**config.mk**
```make
export PLATFORM = sky130hd
export DESIGN_NAME = rtca_top
export DESIGN_NICKNAME = d
export VERILOG_FILES = /design/src/common/rtca_pkg.sv /design/src/common/rtca_if.sv /design/src/hdl/rtca_top.sv /design/src/hdl/rtca_half_second_flag.sv /design/src/hdl/rtca_repeat.sv
export SDC_FILE = /design/constraint.sdc
export NUM_CORES = 1
export LEC_CHECK = 0
export ABC_AREA = 1
export BUFFER_PORTS_ARGS = -buffer_cell sky130_fd_sc_hd__buf_2
export CORE_AREA = 2 2 126 128
export DETAILED_ROUTE_END_ITERATION = 6
export DIE_AREA = 0 0 128 130
export REMOVE_ABC_BUFFERS = 1
export SLEW_MARGIN = 15
export SYNTH_ARGS = -nofsm -noshare
export SYNTH_HDL_FRONTEND = slang
export SYNTH_SLANG_ARGS = --single-unit
```
**constraint.sdc**
```tcl
create_clock -name i_clk -period 1.87 [get_ports i_clk]
set_clock_uncertainty 0.1 [all_clocks]
set_input_delay 0.2805 -clock i_clk [delete_from_list [all_inputs] [get_ports i_clk]]
set_output_delay 0.2805 -clock i_clk [all_outputs]
set_load 0.02 [all_outputs]
```
**src/common/rtca_pkg.sv**
```systemverilog
// constants for the calendar clock control and alarm repeat block
// assumes a 50 MHz register clock and a 32-bit word-aligned register port
package rtca_pkg;
	// register byte offsets
	localparam logic [7:0] OFF_CLK_CTL = 8'h00;
	localparam logic [7:0] OFF_ALM_CTL = 8'h04;
	localparam logic [7:0] OFF_ALM_DATE = 8'h08;
	localparam logic [7:0] OFF_TIME_VAL = 8'h0C;
	localparam logic [7:0] OFF_IRQ_STAT = 8'h10;
	localparam logic [7:0] OFF_IRQ_MASK = 8'h14;
	// clock_control fields
	localparam int CC_ON = 15;
	localparam int CC_UNLOCK = 3;
	localparam int CC_RIPPLE = 2;
	localparam int CC_HALF = 1;
	localparam int CC_OE = 0;
	// alarm_control fields
	localparam int AC_EN = 15;
	localparam int AC_WRAP = 14;
	localparam int AC_SYNC = 12;
	localparam int CNT_W = 8;
	localparam logic [CNT_W-1:0] CNT_ZERO = 8'h00;
	localparam logic [CNT_W-1:0] CNT_TOP = 8'hFF;
	// alarm_date_value fields
	localparam int MON_T_LSB = 20;
	localparam int MON_U_LSB = 16;
	localparam int DAY_T_LSB = 12;
	localparam int DAY_U_LSB = 8;
	localparam int WDAY_LSB = 0;
	localparam logic [31:0] DATE_MASK = 32'h00FF_FF0F;
	// seconds field of time_value_register
	localparam int SEC_LSB = 8;
	localparam int SEC_MSB = 14;
	// interrupt status and mask layout
	localparam int IRQ_W = 2;
	localparam int IRQ_ALARM = 0;
	localparam int IRQ_SEC = 1;
	// reset values
	localparam logic [31:0] DATE_RST = 32'h0000_0000;
	localparam logic [IRQ_W-1:0] IRQ_RST = 2'h0;
	// timing
	localparam longint CLK_HZ = 50_000_000;
	localparam longint SEC_TIME_MS = 1000;
	localparam longint SEC_CYC = (CLK_HZ * SEC_TIME_MS) / 1000;
	localparam int RIPPLE_CYC = 32;
endpackage

```
**src/common/rtca_if.sv**
```systemverilog
// signals shared by the control top, the second prescaler and the repeat counter
// assumes all three parts sit on one clock
`timescale 1ns/1ps
interface rtca_if;
	logic on;
	logic sec_clr;
	logic half;
	logic ripple;
	logic sec_tick;
	logic alm_wr;
	logic [31:0] wdata;
	logic alarm_in;
	logic alm_en;
	logic wrap;
	logic [7:0] cnt;
	logic event_p;
	modport top_mp(output on, sec_clr, alm_wr, wdata, alarm_in,
		input half, ripple, sec_tick, alm_en, wrap, cnt, event_p);
	modport sec_mp(input on, sec_clr, output half, ripple, sec_tick);
	modport alm_mp(input on, alm_wr, wdata, alarm_in,
		output alm_en, wrap, cnt, event_p);
endinterface

```
**src/hdl/rtca_top.sv**
```systemverilog
// calendar clock control, alarm repeat and alarm date registers
// assumes a plain one-cycle register port, i_porn low at power-on,
// and the time counters and alarm compare living outside this block
//
// Summary of operation
// - value writes pass only when unlocked
// - ripple flag warns of rollover during reads
// - half-second bit high in second half
// - seconds write forces half-second to zero
// - clock output drives pin when enabled
// - on bit writable only when unlocked
// - unlock settable only with sequence enabled
// - control registers reset by power-on only
// - repeat count plus one alarms fire
// - count decrements, wraps only with repeat_wrap_enable
// - last alarm without repeat_wrap_enable clears enable
// - month as two BCD digits
// - day of month as two BCD digits
// - weekday digit, unused bits read zero
//
// Local design decisions: the address-and-strobe port and the register offsets.
`timescale 1ns/1ps
module rtca_top import rtca_pkg::*; #(
	parameter longint SEC_CYCLES = SEC_CYC
) (
	input wire logic i_clk,
	input wire logic i_rstn,
	input wire logic i_porn,
	input wire logic [7:0] i_addr,
	input wire logic [31:0] i_wdata,
	input wire logic i_wr,
	input wire logic i_rd,
	input wire logic i_seq_en,
	input wire logic i_alarm_match,
	output logic [31:0] o_rdata,
	output logic o_irq,
	output logic o_clk_out,
	output logic o_clk_oe,
	output logic o_time_we,
	output logic [31:0] o_time_wdata,
	output logic o_alarm_event
);
	// true when a strobe addresses the given offset
	function automatic logic hit_at(input logic stb, input logic [7:0] adr,
		input logic [7:0] off);
		return stb && adr == off;
	endfunction

	rtca_if bus_if ();

	logic on_q;
	logic unlock_q;
	logic oe_q;
	logic [31:0] date_q;
	logic [IRQ_W-1:0] stat_q;
	logic [IRQ_W-1:0] mask_q;
	logic [31:0] rdata_q;
	logic irq_q;
	logic clk_out_q;
	logic clk_oe_q;
	logic time_we_q;
	logic [31:0] time_wdata_q;
	logic evt_out_q;
	logic [31:0] rd_d;
	logic [IRQ_W-1:0] evt_d;
	logic [IRQ_W-1:0] stat_d;
	logic wr_cc;
	logic wr_ac;
	logic wr_date;
	logic wr_time;
	logic wr_mask;
	logic rd_stat;
	logic alm_sync;

	// write decode
	assign wr_cc = hit_at(i_wr, i_addr, OFF_CLK_CTL);
	assign wr_ac = hit_at(i_wr, i_addr, OFF_ALM_CTL);
	assign wr_date = hit_at(i_wr, i_addr, OFF_ALM_DATE);
	assign wr_mask = hit_at(i_wr, i_addr, OFF_IRQ_MASK);
	assign wr_time = hit_at(i_wr, i_addr, OFF_TIME_VAL) && unlock_q;
	assign rd_stat = hit_at(i_rd, i_addr, OFF_IRQ_STAT);

	// alarm fields may move while a second rolls over
	assign alm_sync = on_q && bus_if.alm_en && bus_if.ripple;

	// shared signals toward the two sub-blocks
	assign bus_if.on = on_q;
	assign bus_if.sec_clr = wr_time;
	// alarm control load toward the repeat counter
	assign bus_if.alm_wr = wr_ac;
	assign bus_if.wdata = i_wdata;
	assign bus_if.alarm_in = i_alarm_match;

	rtca_half_second_flag #(
		.SEC_CYCLES(SEC_CYCLES)
	) u_half_second_flag (
		.i_clk(i_clk),
		.i_rstn(i_rstn),
		.s(bus_if.sec_mp)
	);

	rtca_repeat u_repeat (
		.i_clk(i_clk),
		.i_porn(i_porn),
		.a(bus_if.alm_mp)
	);

	// clock_control survives every reset but power-on
	always_ff @(posedge i_clk) begin
		if (!i_porn) begin
			on_q <= 1'b0;
			unlock_q <= 1'b0;
			oe_q <= 1'b0;
		end else if (wr_cc) begin
			if (unlock_q) begin
				on_q <= i_wdata[CC_ON];
			end
			if (!i_wdata[CC_UNLOCK] || i_seq_en) begin
				unlock_q <= i_wdata[CC_UNLOCK];
			end
			oe_q <= i_wdata[CC_OE];
		end
	end

	// alarm date compare value, unused bits never stored
	always_ff @(posedge i_clk) begin
		if (!i_rstn) begin
			date_q <= DATE_RST;
		end else if (wr_date) begin
			date_q <= i_wdata & DATE_MASK;
		end
	end

	// accepted value write handed to the time counters
	always_ff @(posedge i_clk) begin
		if (!i_rstn) begin
			time_we_q <= 1'b0;
			time_wdata_q <= 32'h0000_0000;
		end else begin
			time_we_q <= wr_time;
			if (wr_time) begin
				time_wdata_q <= i_wdata;
			end
		end
	end

	// interrupt events: alarm fired, second elapsed
	always_comb begin
		evt_d = '0;
		evt_d[IRQ_ALARM] = bus_if.event_p;
		evt_d[IRQ_SEC] = bus_if.sec_tick;
		// a read clears, a same-cycle event still lands
		stat_d = (rd_stat ? '0 : stat_q) | evt_d;
	end

	// sticky status and mask
	always_ff @(posedge i_clk) begin
		if (!i_rstn) begin
			stat_q <= IRQ_RST;
			mask_q <= IRQ_RST;
		end else begin
			stat_q <= stat_d;
			if (wr_mask) begin
				mask_q <= i_wdata[IRQ_W-1:0];
			end
		end
	end

	// level interrupt, registered so the pin is glitch free
	always_ff @(posedge i_clk) begin
		if (!i_rstn) begin
			irq_q <= 1'b0;
		end else begin
			irq_q <= |(stat_d & mask_q);
		end
	end

	// read mux; unmapped offsets read zero
	always_comb begin
		rd_d = 32'h0000_0000;
		case (i_addr)
			OFF_CLK_CTL: begin
				rd_d[CC_ON] = on_q;
				rd_d[CC_UNLOCK] = unlock_q;
				rd_d[CC_RIPPLE] = bus_if.ripple;
				rd_d[CC_HALF] = bus_if.half;
				rd_d[CC_OE] = oe_q;
			end
			OFF_ALM_CTL: begin
				rd_d[AC_EN] = bus_if.alm_en;
				rd_d[AC_WRAP] = bus_if.wrap;
				rd_d[AC_SYNC] = alm_sync;
				rd_d[CNT_W-1:0] = bus_if.cnt;
			end
			OFF_ALM_DATE: begin
				rd_d = date_q;
			end
			OFF_TIME_VAL: begin
				rd_d = time_wdata_q;
			end
			OFF_IRQ_STAT: begin
				rd_d[IRQ_W-1:0] = stat_q;
			end
			OFF_IRQ_MASK: begin
				rd_d[IRQ_W-1:0] = mask_q;
			end
			default: begin
				rd_d = 32'h0000_0000;
			end
		endcase
	end

	// data stand one cycle after the read strobe, zero otherwise
	always_ff @(posedge i_clk) begin
		if (!i_rstn) begin
			rdata_q <= 32'h0000_0000;
		end else begin
			// no wait states offered
			rdata_q <= i_rd ? rd_d : 32'h0000_0000;
		end
	end

	// second clock out to the pin, square wave from the half bit
	always_ff @(posedge i_clk) begin
		if (!i_rstn) begin
			clk_out_q <= 1'b0;
			clk_oe_q <= 1'b0;
		end else begin
			clk_oe_q <= on_q && oe_q;
			clk_out_q <= on_q && oe_q && bus_if.half;
		end
	end

	// alarm event mirrored to a pin for the wider chip
	always_ff @(posedge i_clk) begin
		if (!i_rstn) begin
			evt_out_q <= 1'b0;
		end else begin
			evt_out_q <= bus_if.event_p;
		end
	end

	assign o_rdata = rdata_q;
	assign o_irq = irq_q;
	assign o_clk_out = clk_out_q;
	assign o_clk_oe = clk_oe_q;
	assign o_time_we = time_we_q;
	assign o_time_wdata = time_wdata_q;
	assign o_alarm_event = evt_out_q;
endmodule // rtca_top

```
**src/hdl/rtca_half_second_flag.sv**
```systemverilog
// one-second prescaler giving the half-second and read-ripple status
// assumes on is a level from the control register
`timescale 1ns/1ps
module rtca_half_second_flag import rtca_pkg::*; #(
	parameter longint SEC_CYCLES = SEC_CYC
) (
	input wire logic i_clk,
	input wire logic i_rstn,
	rtca_if.sec_mp s
);
	localparam int CW = $clog2(SEC_CYCLES);
	localparam logic [CW-1:0] LAST = CW'(SEC_CYCLES - 1);
	localparam logic [CW-1:0] HALF = CW'(SEC_CYCLES / 2);
	localparam logic [CW-1:0] RIP = CW'(SEC_CYCLES - RIPPLE_CYC);
	logic [CW-1:0] cnt_q;
	logic half_q;
	logic ripple_q;
	logic tick_q;

	// prescaler holds while the module is off
	always_ff @(posedge i_clk) begin
		if (!i_rstn) begin
			cnt_q <= '0;
		end else if (s.sec_clr) begin
			cnt_q <= '0;
		end else if (s.on) begin
			cnt_q <= (cnt_q == LAST) ? '0 : cnt_q + 1'b1;
		end
	end

	// status follows the count one cycle later
	always_ff @(posedge i_clk) begin
		if (!i_rstn) begin
			half_q <= 1'b0;
			ripple_q <= 1'b0;
			tick_q <= 1'b0;
		end else begin
			half_q <= !s.sec_clr && cnt_q >= HALF;
			ripple_q <= s.on && !s.sec_clr && cnt_q >= RIP;
			tick_q <= s.on && !s.sec_clr && cnt_q == LAST;
		end
	end

	assign s.half = half_q;
	assign s.ripple = ripple_q;
	assign s.sec_tick = tick_q;
endmodule // rtca_half_second_flag

```
**src/hdl/rtca_repeat.sv**
```systemverilog
// alarm enable, wrap enable and repeat countdown
// assumes alarm_in is a one-cycle match pulse; reset only by power-on
`timescale 1ns/1ps
module rtca_repeat import rtca_pkg::*; (
	input wire logic i_clk,
	input wire logic i_porn,
	rtca_if.alm_mp a
);
	logic en_q;
	logic wrap_q;
	logic [CNT_W-1:0] cnt_q;
	logic evt_q;
	logic hit;

	// an event counts only while armed and running
	assign hit = a.alarm_in && a.on && en_q;

	// software load first, the alarm event overrides it
	always_ff @(posedge i_clk) begin
		if (!i_porn) begin
			en_q <= 1'b0;
			wrap_q <= 1'b0;
			cnt_q <= CNT_ZERO;
		end else begin
			if (a.alm_wr) begin
				en_q <= a.wdata[AC_EN];
				wrap_q <= a.wdata[AC_WRAP];
				cnt_q <= a.wdata[CNT_W-1:0];
			end
			if (hit) begin
				if (cnt_q != CNT_ZERO) begin
					cnt_q <= cnt_q - 1'b1;
				end else if (wrap_q) begin
					cnt_q <= CNT_TOP;
				end else begin
					en_q <= 1'b0;
				end
			end
		end
	end

	always_ff @(posedge i_clk) begin
		if (!i_porn) begin
			evt_q <= 1'b0;
		end else begin
			evt_q <= hit;
		end
	end

	assign a.alm_en = en_q;
	assign a.wrap = wrap_q;
	assign a.cnt = cnt_q;
	assign a.event_p = evt_q;
endmodule // rtca_repeat

```
==> impl_metrics.csv, run 1 <==
group,metric,value,unit
placed_design,dp_hpwl,11.40,mm
job,maxCapViolCount,0,
timing,relSlewSlack,64.71,%
critical_path,r2r-start,"u_half_second_flag.cnt_q[20]",
grt,grt-ovfl-total,0,
critical_path,end_kind,"flip-flop",
clock_tree,post-cts-setup-buffer-count,0,
die,die_h,130,um
placed_design,io_buffers,115,
finish,fin_nets,992,
critical_path,start_kind,"flip-flop",
clock_tree,cts_tree,"done",
power,p_leak,3.383,nW
finish,final_cell_mix,"nand2_1, dfxtp_1, buf_2, inv_1, nor2_1",
timing,rsz0062_at_grt,"no",
yosys,ys_types,39,
yosys,ys_seq_elements,136,
clock_tree,cts_buffers,17,
yosys,ys_top_cells_by_area,"dfxtp_1, nand2_1, inv_1",
timing,setup_viol,0,
hold_path,min_path_type,"input pin to flip-flop",
clock_tree,h-tree-depth,4,
power,irDropWorstVdd,0.0006349,V
yosys,synth_top_area_share,45.66,%
grt,antenna_found_initial,0,
timing,fin_crit_sh,86.69,%
finish,drive_gt1_share,22.08,%
placed_design,gp_congestion,0.8834,
critical_path,crit_type,"flip-flop to flip-flop",
detailed_routing,drt_pass1_iterations,5,
detailed_routing,first_iter_violations,328,
finish,num-fill-cells,1598,
yosys,synth-edff-count,0,
finish,diodes,0,
clock_tree,cts_buffer_depth,2,
detailed_routing,routed_via_density,4.771,
critical_path,arrival,1830,ps
yosys,synth_area_per_cell,7.389,um^2
finish,regArea,0.002723,mm^2
yosys,yosys_warnings,0,
finish,synthToLayoutAreaGrowth,25.41,%
detailed_routing,ant_nets,0,
die,initial_core_util,38.66,%
power,powerDensity,879.2,mW/mm^2
detailed_routing,wl,15.38,mm
grt,grt_max_degree,28,
timing,finalMaxSlewViolations,0,
clock_tree,root_buffer,"clkbuf_16",
placed_design,preCtsSetupSlack,60.35,ps
yosys,synthArstFlopShare,0,%
critical_path,cp_max_fo,11,
clock_tree,clkSinkCount,136,
critical_path,worstSetupStartpoint,"u_half_second_flag.cnt_q[20]",
yosys,ys.flop_type,"dfxtp_1",
hold_path,hold_start,"i_wdata[8]",
clock_tree,worstSkewPairLatency,420,ps
grt,grt_pass1_vias,4929,
timing,fin_setup_tns,0,ps
detailed_routing,vias,5453,
detailed_routing,wl_per_cell,13.46,um
grt,track_usage,19.19,%
critical_path,cp.required,2080,ps
finish,final_common_cell,"nand2_1",
grt,grt_pass1_wl,24.90,mm
timing,worst_slew_pin_slew,528.6,ps
die,die_area,0.01664,mm^2
detailed_routing,drc_errors,0,
finish,multiInputGateArea,0.002621,mm^2
run_status,outcome,"completed",
die,core_area,0.01542,mm^2
die,io_pins,116,
timing,setup_ws,248.9,ps
die,num_rows,46,
clock_tree,path_clk_slew,60,ps
yosys,yosys.area.top_type,"dfxtp_1",
timing,hold_viol,0,
yosys,yosysSeqAreaShare,45.66,%
die,die_x,128,um
timing,fin_crit,1621,ps
yosys,syn_inst,807,
timing,max_freq,616.9,MHz
yosys,synth_area,0.005963,mm^2
## cells in the mapped netlist (2+ instances only)
cell        n
o211ai_1    2
ha_1        4
o21ai_1    19
nor2_1     75
a21oi_1    36
inv_1     111
inv_2       8
o22ai_1     4
nand3_2     2
buf_6       7
a21oi_2    20
nand4_1    13
a31oi_1     2
nand3_1    47
buf_2       6
clkbuf_8    2
xor2_1      7
nand2_4     2
clkbuf_1    5
nor2_4      5
buf_4       5
o21ai_0    54
dfxtp_1   136
nand2_1   193
xnor2_1     4
nor2_2      5
nand2_2     3
nand3b_1    2
nor3_1     18
## path summary, 6_finish.rpt
kind | to | slack (ps) | depth (start not counted)
setup / recovery | u_half_second_flag.cnt_q[23] | 250 | 7
hold / removal | date_q[8] | 10 | 3
setup reg to reg | u_half_second_flag.cnt_q[23] | 250 | 7
hold reg to reg | stat_q[1] | 350 | 2
## flip-flops by register name, summed over array words and instances (netlist names)
name	cells
bus_if.on	1
date_q	20
mask_q	2
o_alarm_event	1
o_clk_oe	1
o_clk_out	1
o_irq	1
o_rdata	32
o_time_wdata	32
o_time_we	1
oe_q	1
stat_q	2
u_half_second_flag.cnt_q	26
u_half_second_flag.s.half	1
u_half_second_flag.s.ripple	1
u_half_second_flag.s.sec_tick	1
u_repeat.a.alm_en	1
u_repeat.a.cnt	8
u_repeat.a.event_p	1
u_repeat.a.wrap	1
unlock_q	1
## report_power, final
| part | switching, mW | total, mW | internal (mW) |
|---|---|---|---|
| sequential | 0.000804 | 2.90 | 2.90 |
| combinational | 0.138 | 0.219 | 0.0816 |
| clock | 1.25 | 3.46 | 2.21 |
| total | 1.39 | 6.57 | 5.19 |
## stage by stage
| stage | cells | hold WS, ps | instance area, um^2 | total power, mW | util [%] |
|---|---|---|---|---|---|
| 2_1_floorplan | 782 | 283.6 | 5771 | 3.042 | - |
| 3_3_place_gp | 1103 | 343.4 | 6741 | 3.164 | 43.71 |
| 3_5_place_dp | 1103 | 345.4 | 6741 | 3.164 | 43.71 |
| 4_1_cts | 1143 | 3.415 | 7456 | 6.641 | 48.34 |
| 5_1_grt | 1143 | 10.32 | 7478 | 6.805 | 48.48 |
| 6_report | 1143 | 14.89 | 7478 | 6.575 | 48.48 |
## routing by layer
metal  global-route usage (%)  routed length, um  vias to the layer above  part of all wire [%]
met4                    6.399                255                        0                   1.7
met3                    4.797                786                       22                   5.1
met2                    30.29               6847                      152                    45
met5                        0                  0                        -                     0
li1                         -                  -                     2833                     -
met1                    25.86               7494                     2446                    49
## area by class of cell
type | count | share of cell area (%)
Clock inverter | 12 | 2.393
Inverter | 119 | 6.006
Timing Repair Buffer | 140 | 11.24
Tap cell | 192 | 3.212
Sequential cell | 136 | 36.41
Multi-Input combinational cell | 527 | 35.05
Clock buffer | 17 | 5.688
## logic make-up (layout without fill, tap and decap cells)
family          Yosys count  count (layout)  share of synthesized area (%)
fa+ha+maj                 4               4                         0.8393
flops                   136             136                          45.66
buf+inv                 144             288                          10.72
xor+xnor                 11              11                          1.616
simple gates            373             373                          27.95
compound gates          139             139                          13.22
## what timing repair did
action | 4_1_cts | 5_1_grt
hold endpoints to repair | 11 | 0
resized for setup | 0 | 5
hold buffers | 11 | 0
endpoints found under the setup margin | 0 | 6
## worst max-delay path, cell delays in order, from the launching register on
cell,delay [ps]
dfxtp_1,420
nand2_1,100
nor2_1,210
nand3_1,120
nor2_2,240
a21oi_4,120
inv_4,140
nor2_1,60
Note: power is estimated with default switching activity, not from simulation.
==> run 2: changes to the inputs <==
--- a/config.mk
+++ b/config.mk
@@ -7,11 +7,14 @@
 export LEC_CHECK = 0
 export ABC_AREA = 1
 export BUFFER_PORTS_ARGS = -buffer_cell sky130_fd_sc_hd__buf_2
-export CORE_AREA = 2 2 126 128
+export CAP_MARGIN = 15
+export CORE_AREA = 2 2 130 132
 export DETAILED_ROUTE_END_ITERATION = 6
-export DIE_AREA = 0 0 128 130
+export DIE_AREA = 0 0 132 134
+export PLACE_DENSITY = 0.7
 export REMOVE_ABC_BUFFERS = 1
 export SLEW_MARGIN = 15
 export SYNTH_ARGS = -nofsm -noshare
 export SYNTH_HDL_FRONTEND = slang
+export SYNTH_HIERARCHICAL = 1
 export SYNTH_SLANG_ARGS = --single-unit
==> run 2 against run 1 <==
Flip-flop and latch count did not move. Critical path depth rose by 2. Combinational power rose by 16%. Clock-buffer cell count rose by 1. Core utilization rose by 0.38 points. Sequential share of layout area fell by 2.2 points. Worst hold slack improved by 34 ps. Register-to-register slack got worse by 80 ps. Maximum frequency fell by 4.7%. Highest routed layer unchanged.
==> impl_metrics.csv, run 2 <==
group,metric,value,unit
run_status,outcome,"completed",
yosys,ys.flop_type,"dfxtp_1",
timing,setup_viol,0,
yosys,synthArstFlopShare,0,%
yosys,syn_inst,953,
timing,relSlewSlack,72.57,%
grt,grt-ovfl-total,0,
yosys,yosys.area.top_type,"dfxtp_1",
die,initial_core_util,39.42,%
timing,rsz0062_at_grt,"no",
critical_path,r2r-start,"u_half_second_flag/cnt_q[1]",
placed_design,place_area,0.007338,mm^2
grt,grt_pass1_vias,5498,
yosys,ys_seq_elements,136,
yosys,synth_area_per_cell,6.738,um^2
critical_path,slowest_delay,360,ps
critical_path,cp.required,2080,ps
timing,fin_crit,1702,ps
finish,fin_area,0.007960,mm^2
clock_tree,cts_buffer_depth,2,
critical_path,start_kind,"flip-flop",
clock_tree,cts_buffers,17,
yosys,ys_types,39,
critical_path,crit_type,"flip-flop to flip-flop",
hold_path,hold_start,"i_wdata[24]",
timing,fin_crit_sh,91.00,%
yosys,yosysSeqAreaShare,42.40,%
detailed_routing,routed_via_density,4.683,
clock_tree,h-tree-depth,4,
clock_tree,cts_tree,"done",
detailed_routing,vias,6196,
yosys,synth-edff-count,0,
critical_path,worstSetupStartpoint,"u_half_second_flag/cnt_q[1]",
power,p_leak,3.669,nW
critical_path,crit_path_cell_trace,"ha_2 -> nand2_1 -> nor2_4 -> nand3_4 -> nor2_4 -> buf_4 -> nand4_1 -> nand2_1 -> nor2_1",
detailed_routing,drt_pass1_iterations,5,
timing,hold_viol,0,
detailed_routing,wl,16.31,mm
detailed_routing,wl_per_cell,12.33,um
timing,fin_setup_tns,0,ps
detailed_routing,first_iter_violations,363,
grt,grt_pass1_wl,26.36,mm
die,die_x,132,um
placed_design,io_buffers,115,
placed_design,gp_congestion,0.8593,
finish,final_cell_mix,"nand2_1, nor2_1, dfxtp_1, buf_2, inv_1",
timing,finalMaxSlewViolations,0,
critical_path,end_kind,"flip-flop",
timing,setup_ws,168.3,ps
placed_design,preCtsSetupSlack,74.04,ps
timing,max_freq,587.6,MHz
clock_tree,worstSkewPairLatency,420,ps
yosys,yosys-top-cells-count,"nand2_1, nor2_1, dfxtp_1, inv_1, nand3_1",
critical_path,cpMaxStageDelayCell,"dfxtp_1",
clock_tree,clkSinkCount,136,
finish,drive_gt1_share,21.32,%
timing,hold_slack,48.92,ps
clock_tree,root_buffer,"clkbuf_16",
finish,final_common_cell,"nand2_1",
critical_path,cp_max_fo,6,
detailed_routing,drc_errors,0,
finish,synthToLayoutAreaGrowth,23.97,%
grt,grt_max_degree,41,
yosys,yosys_warnings,6,
critical_path,arrival,1920,ps
power,irDropWorstVdd,0.0006726,V
die,die_h,134,um
hold_path,min_path_type,"input pin to flip-flop",
yosys,synth_top_area_share,42.40,%
die,core_area,0.01629,mm^2
die,io_pins,116,
clock_tree,path_clk_slew,60,ps
power,powerDensity,825.4,mW/mm^2
finish,fin_nets,1140,
yosys,synth_area,0.006421,mm^2
grt,track_usage,18.43,%
job,maxCapViolCount,0,
yosys,synth.most_common_cell,"nand2_1",
yosys,ys_top_cells_by_area,"dfxtp_1, nand2_1, nor2_1",
die,num_rows,47,
placed_design,dp_hpwl,11.98,mm
detailed_routing,ant_nets,0,
timing,worst_slew_pin_slew,410.0,ps
die,die_area,0.01769,mm^2
grt,antenna_found_initial,1,
[run 2: worst max-delay path, delay by kind of cell (launching register included)]
| kind | cells | cell delay (ps) |
|---|---|---|
| buffers and inverters | 1 | 160 |
| adder cells (fa/ha/maj) | 1 | 210 |
| flip-flops | 1 | 360 |
| AND/OR/NAND/NOR | 7 | 780 |
[run 2: cells by family after synthesis]
family	Yosys count	synth area share, %
AOI/OAI and AO/OA	61	5.144
DFF	136	42.40
buffers and inverters	137	9.041
muxes	1	0.1559
xor gates and xnor gates	7	0.9548
adders and majority gates	4	0.7795
and+or+nand+nor	607	41.52
[run 2: area by class of cell]
class	count	area (um^2)
sequential	136	2723
antenna	1	2.502
clock buffer	18	439.2
inverter	108	405.4
timing repair buffer	146	820.8
tap	220	275.3
clock inverter	14	162.7
multi-input combinational	680	3132
fill	1641	8329
[run 2: worst paths after layout]
| kind | slack, ps | to | cells after the start |
|---|---|---|---|
| max reg2reg | 170 | u_half_second_flag/cnt_q[20] | 9 |
| min | 50 | o_time_wdata[24] | 5 |
| min reg2reg | 350 | o_alarm_event | 2 |
| max | 170 | u_half_second_flag/cnt_q[20] | 9 |
[run 2: power by group]
| part | internal [mW] | switching, mW |
|---|---|---|
| Sequential | 2.90 | 0.00101 |
| Combinational | 0.0887 | 0.166 |
| Clock | 2.03 | 1.38 |
[run 2: metal layers]
layer | global-route usage (%) | vias to the layer above | share of wire (%)
met2 | 31.66 | 193 | 47
met3 | 4.384 | 13 | 6.4
li1 | - | 3238 | -
met4 | 4.952 | 0 | 1.0
met5 | 0 | - | 0
met1 | 23.22 | 2752 | 45
[run 2: metrics by stage]
step | total power [mW] | cells | util, %
2_1_floorplan | 3.070 | 924 | -
3_3_place_gp | 3.214 | 1288 | 45.05
3_5_place_dp | 3.216 | 1288 | 45.05
4_1_cts | 6.615 | 1320 | 48.74
5_1_grt | 6.780 | 1322 | 48.85
6_report | 6.570 | 1323 | 48.87
[run 2: timing repair]
action,CTS,global route
endpoints found under the setup margin,0,1
buffers inserted,0,2
endpoints found under the hold margin,0,0
resized for setup,0,1
hold buffers,0,0
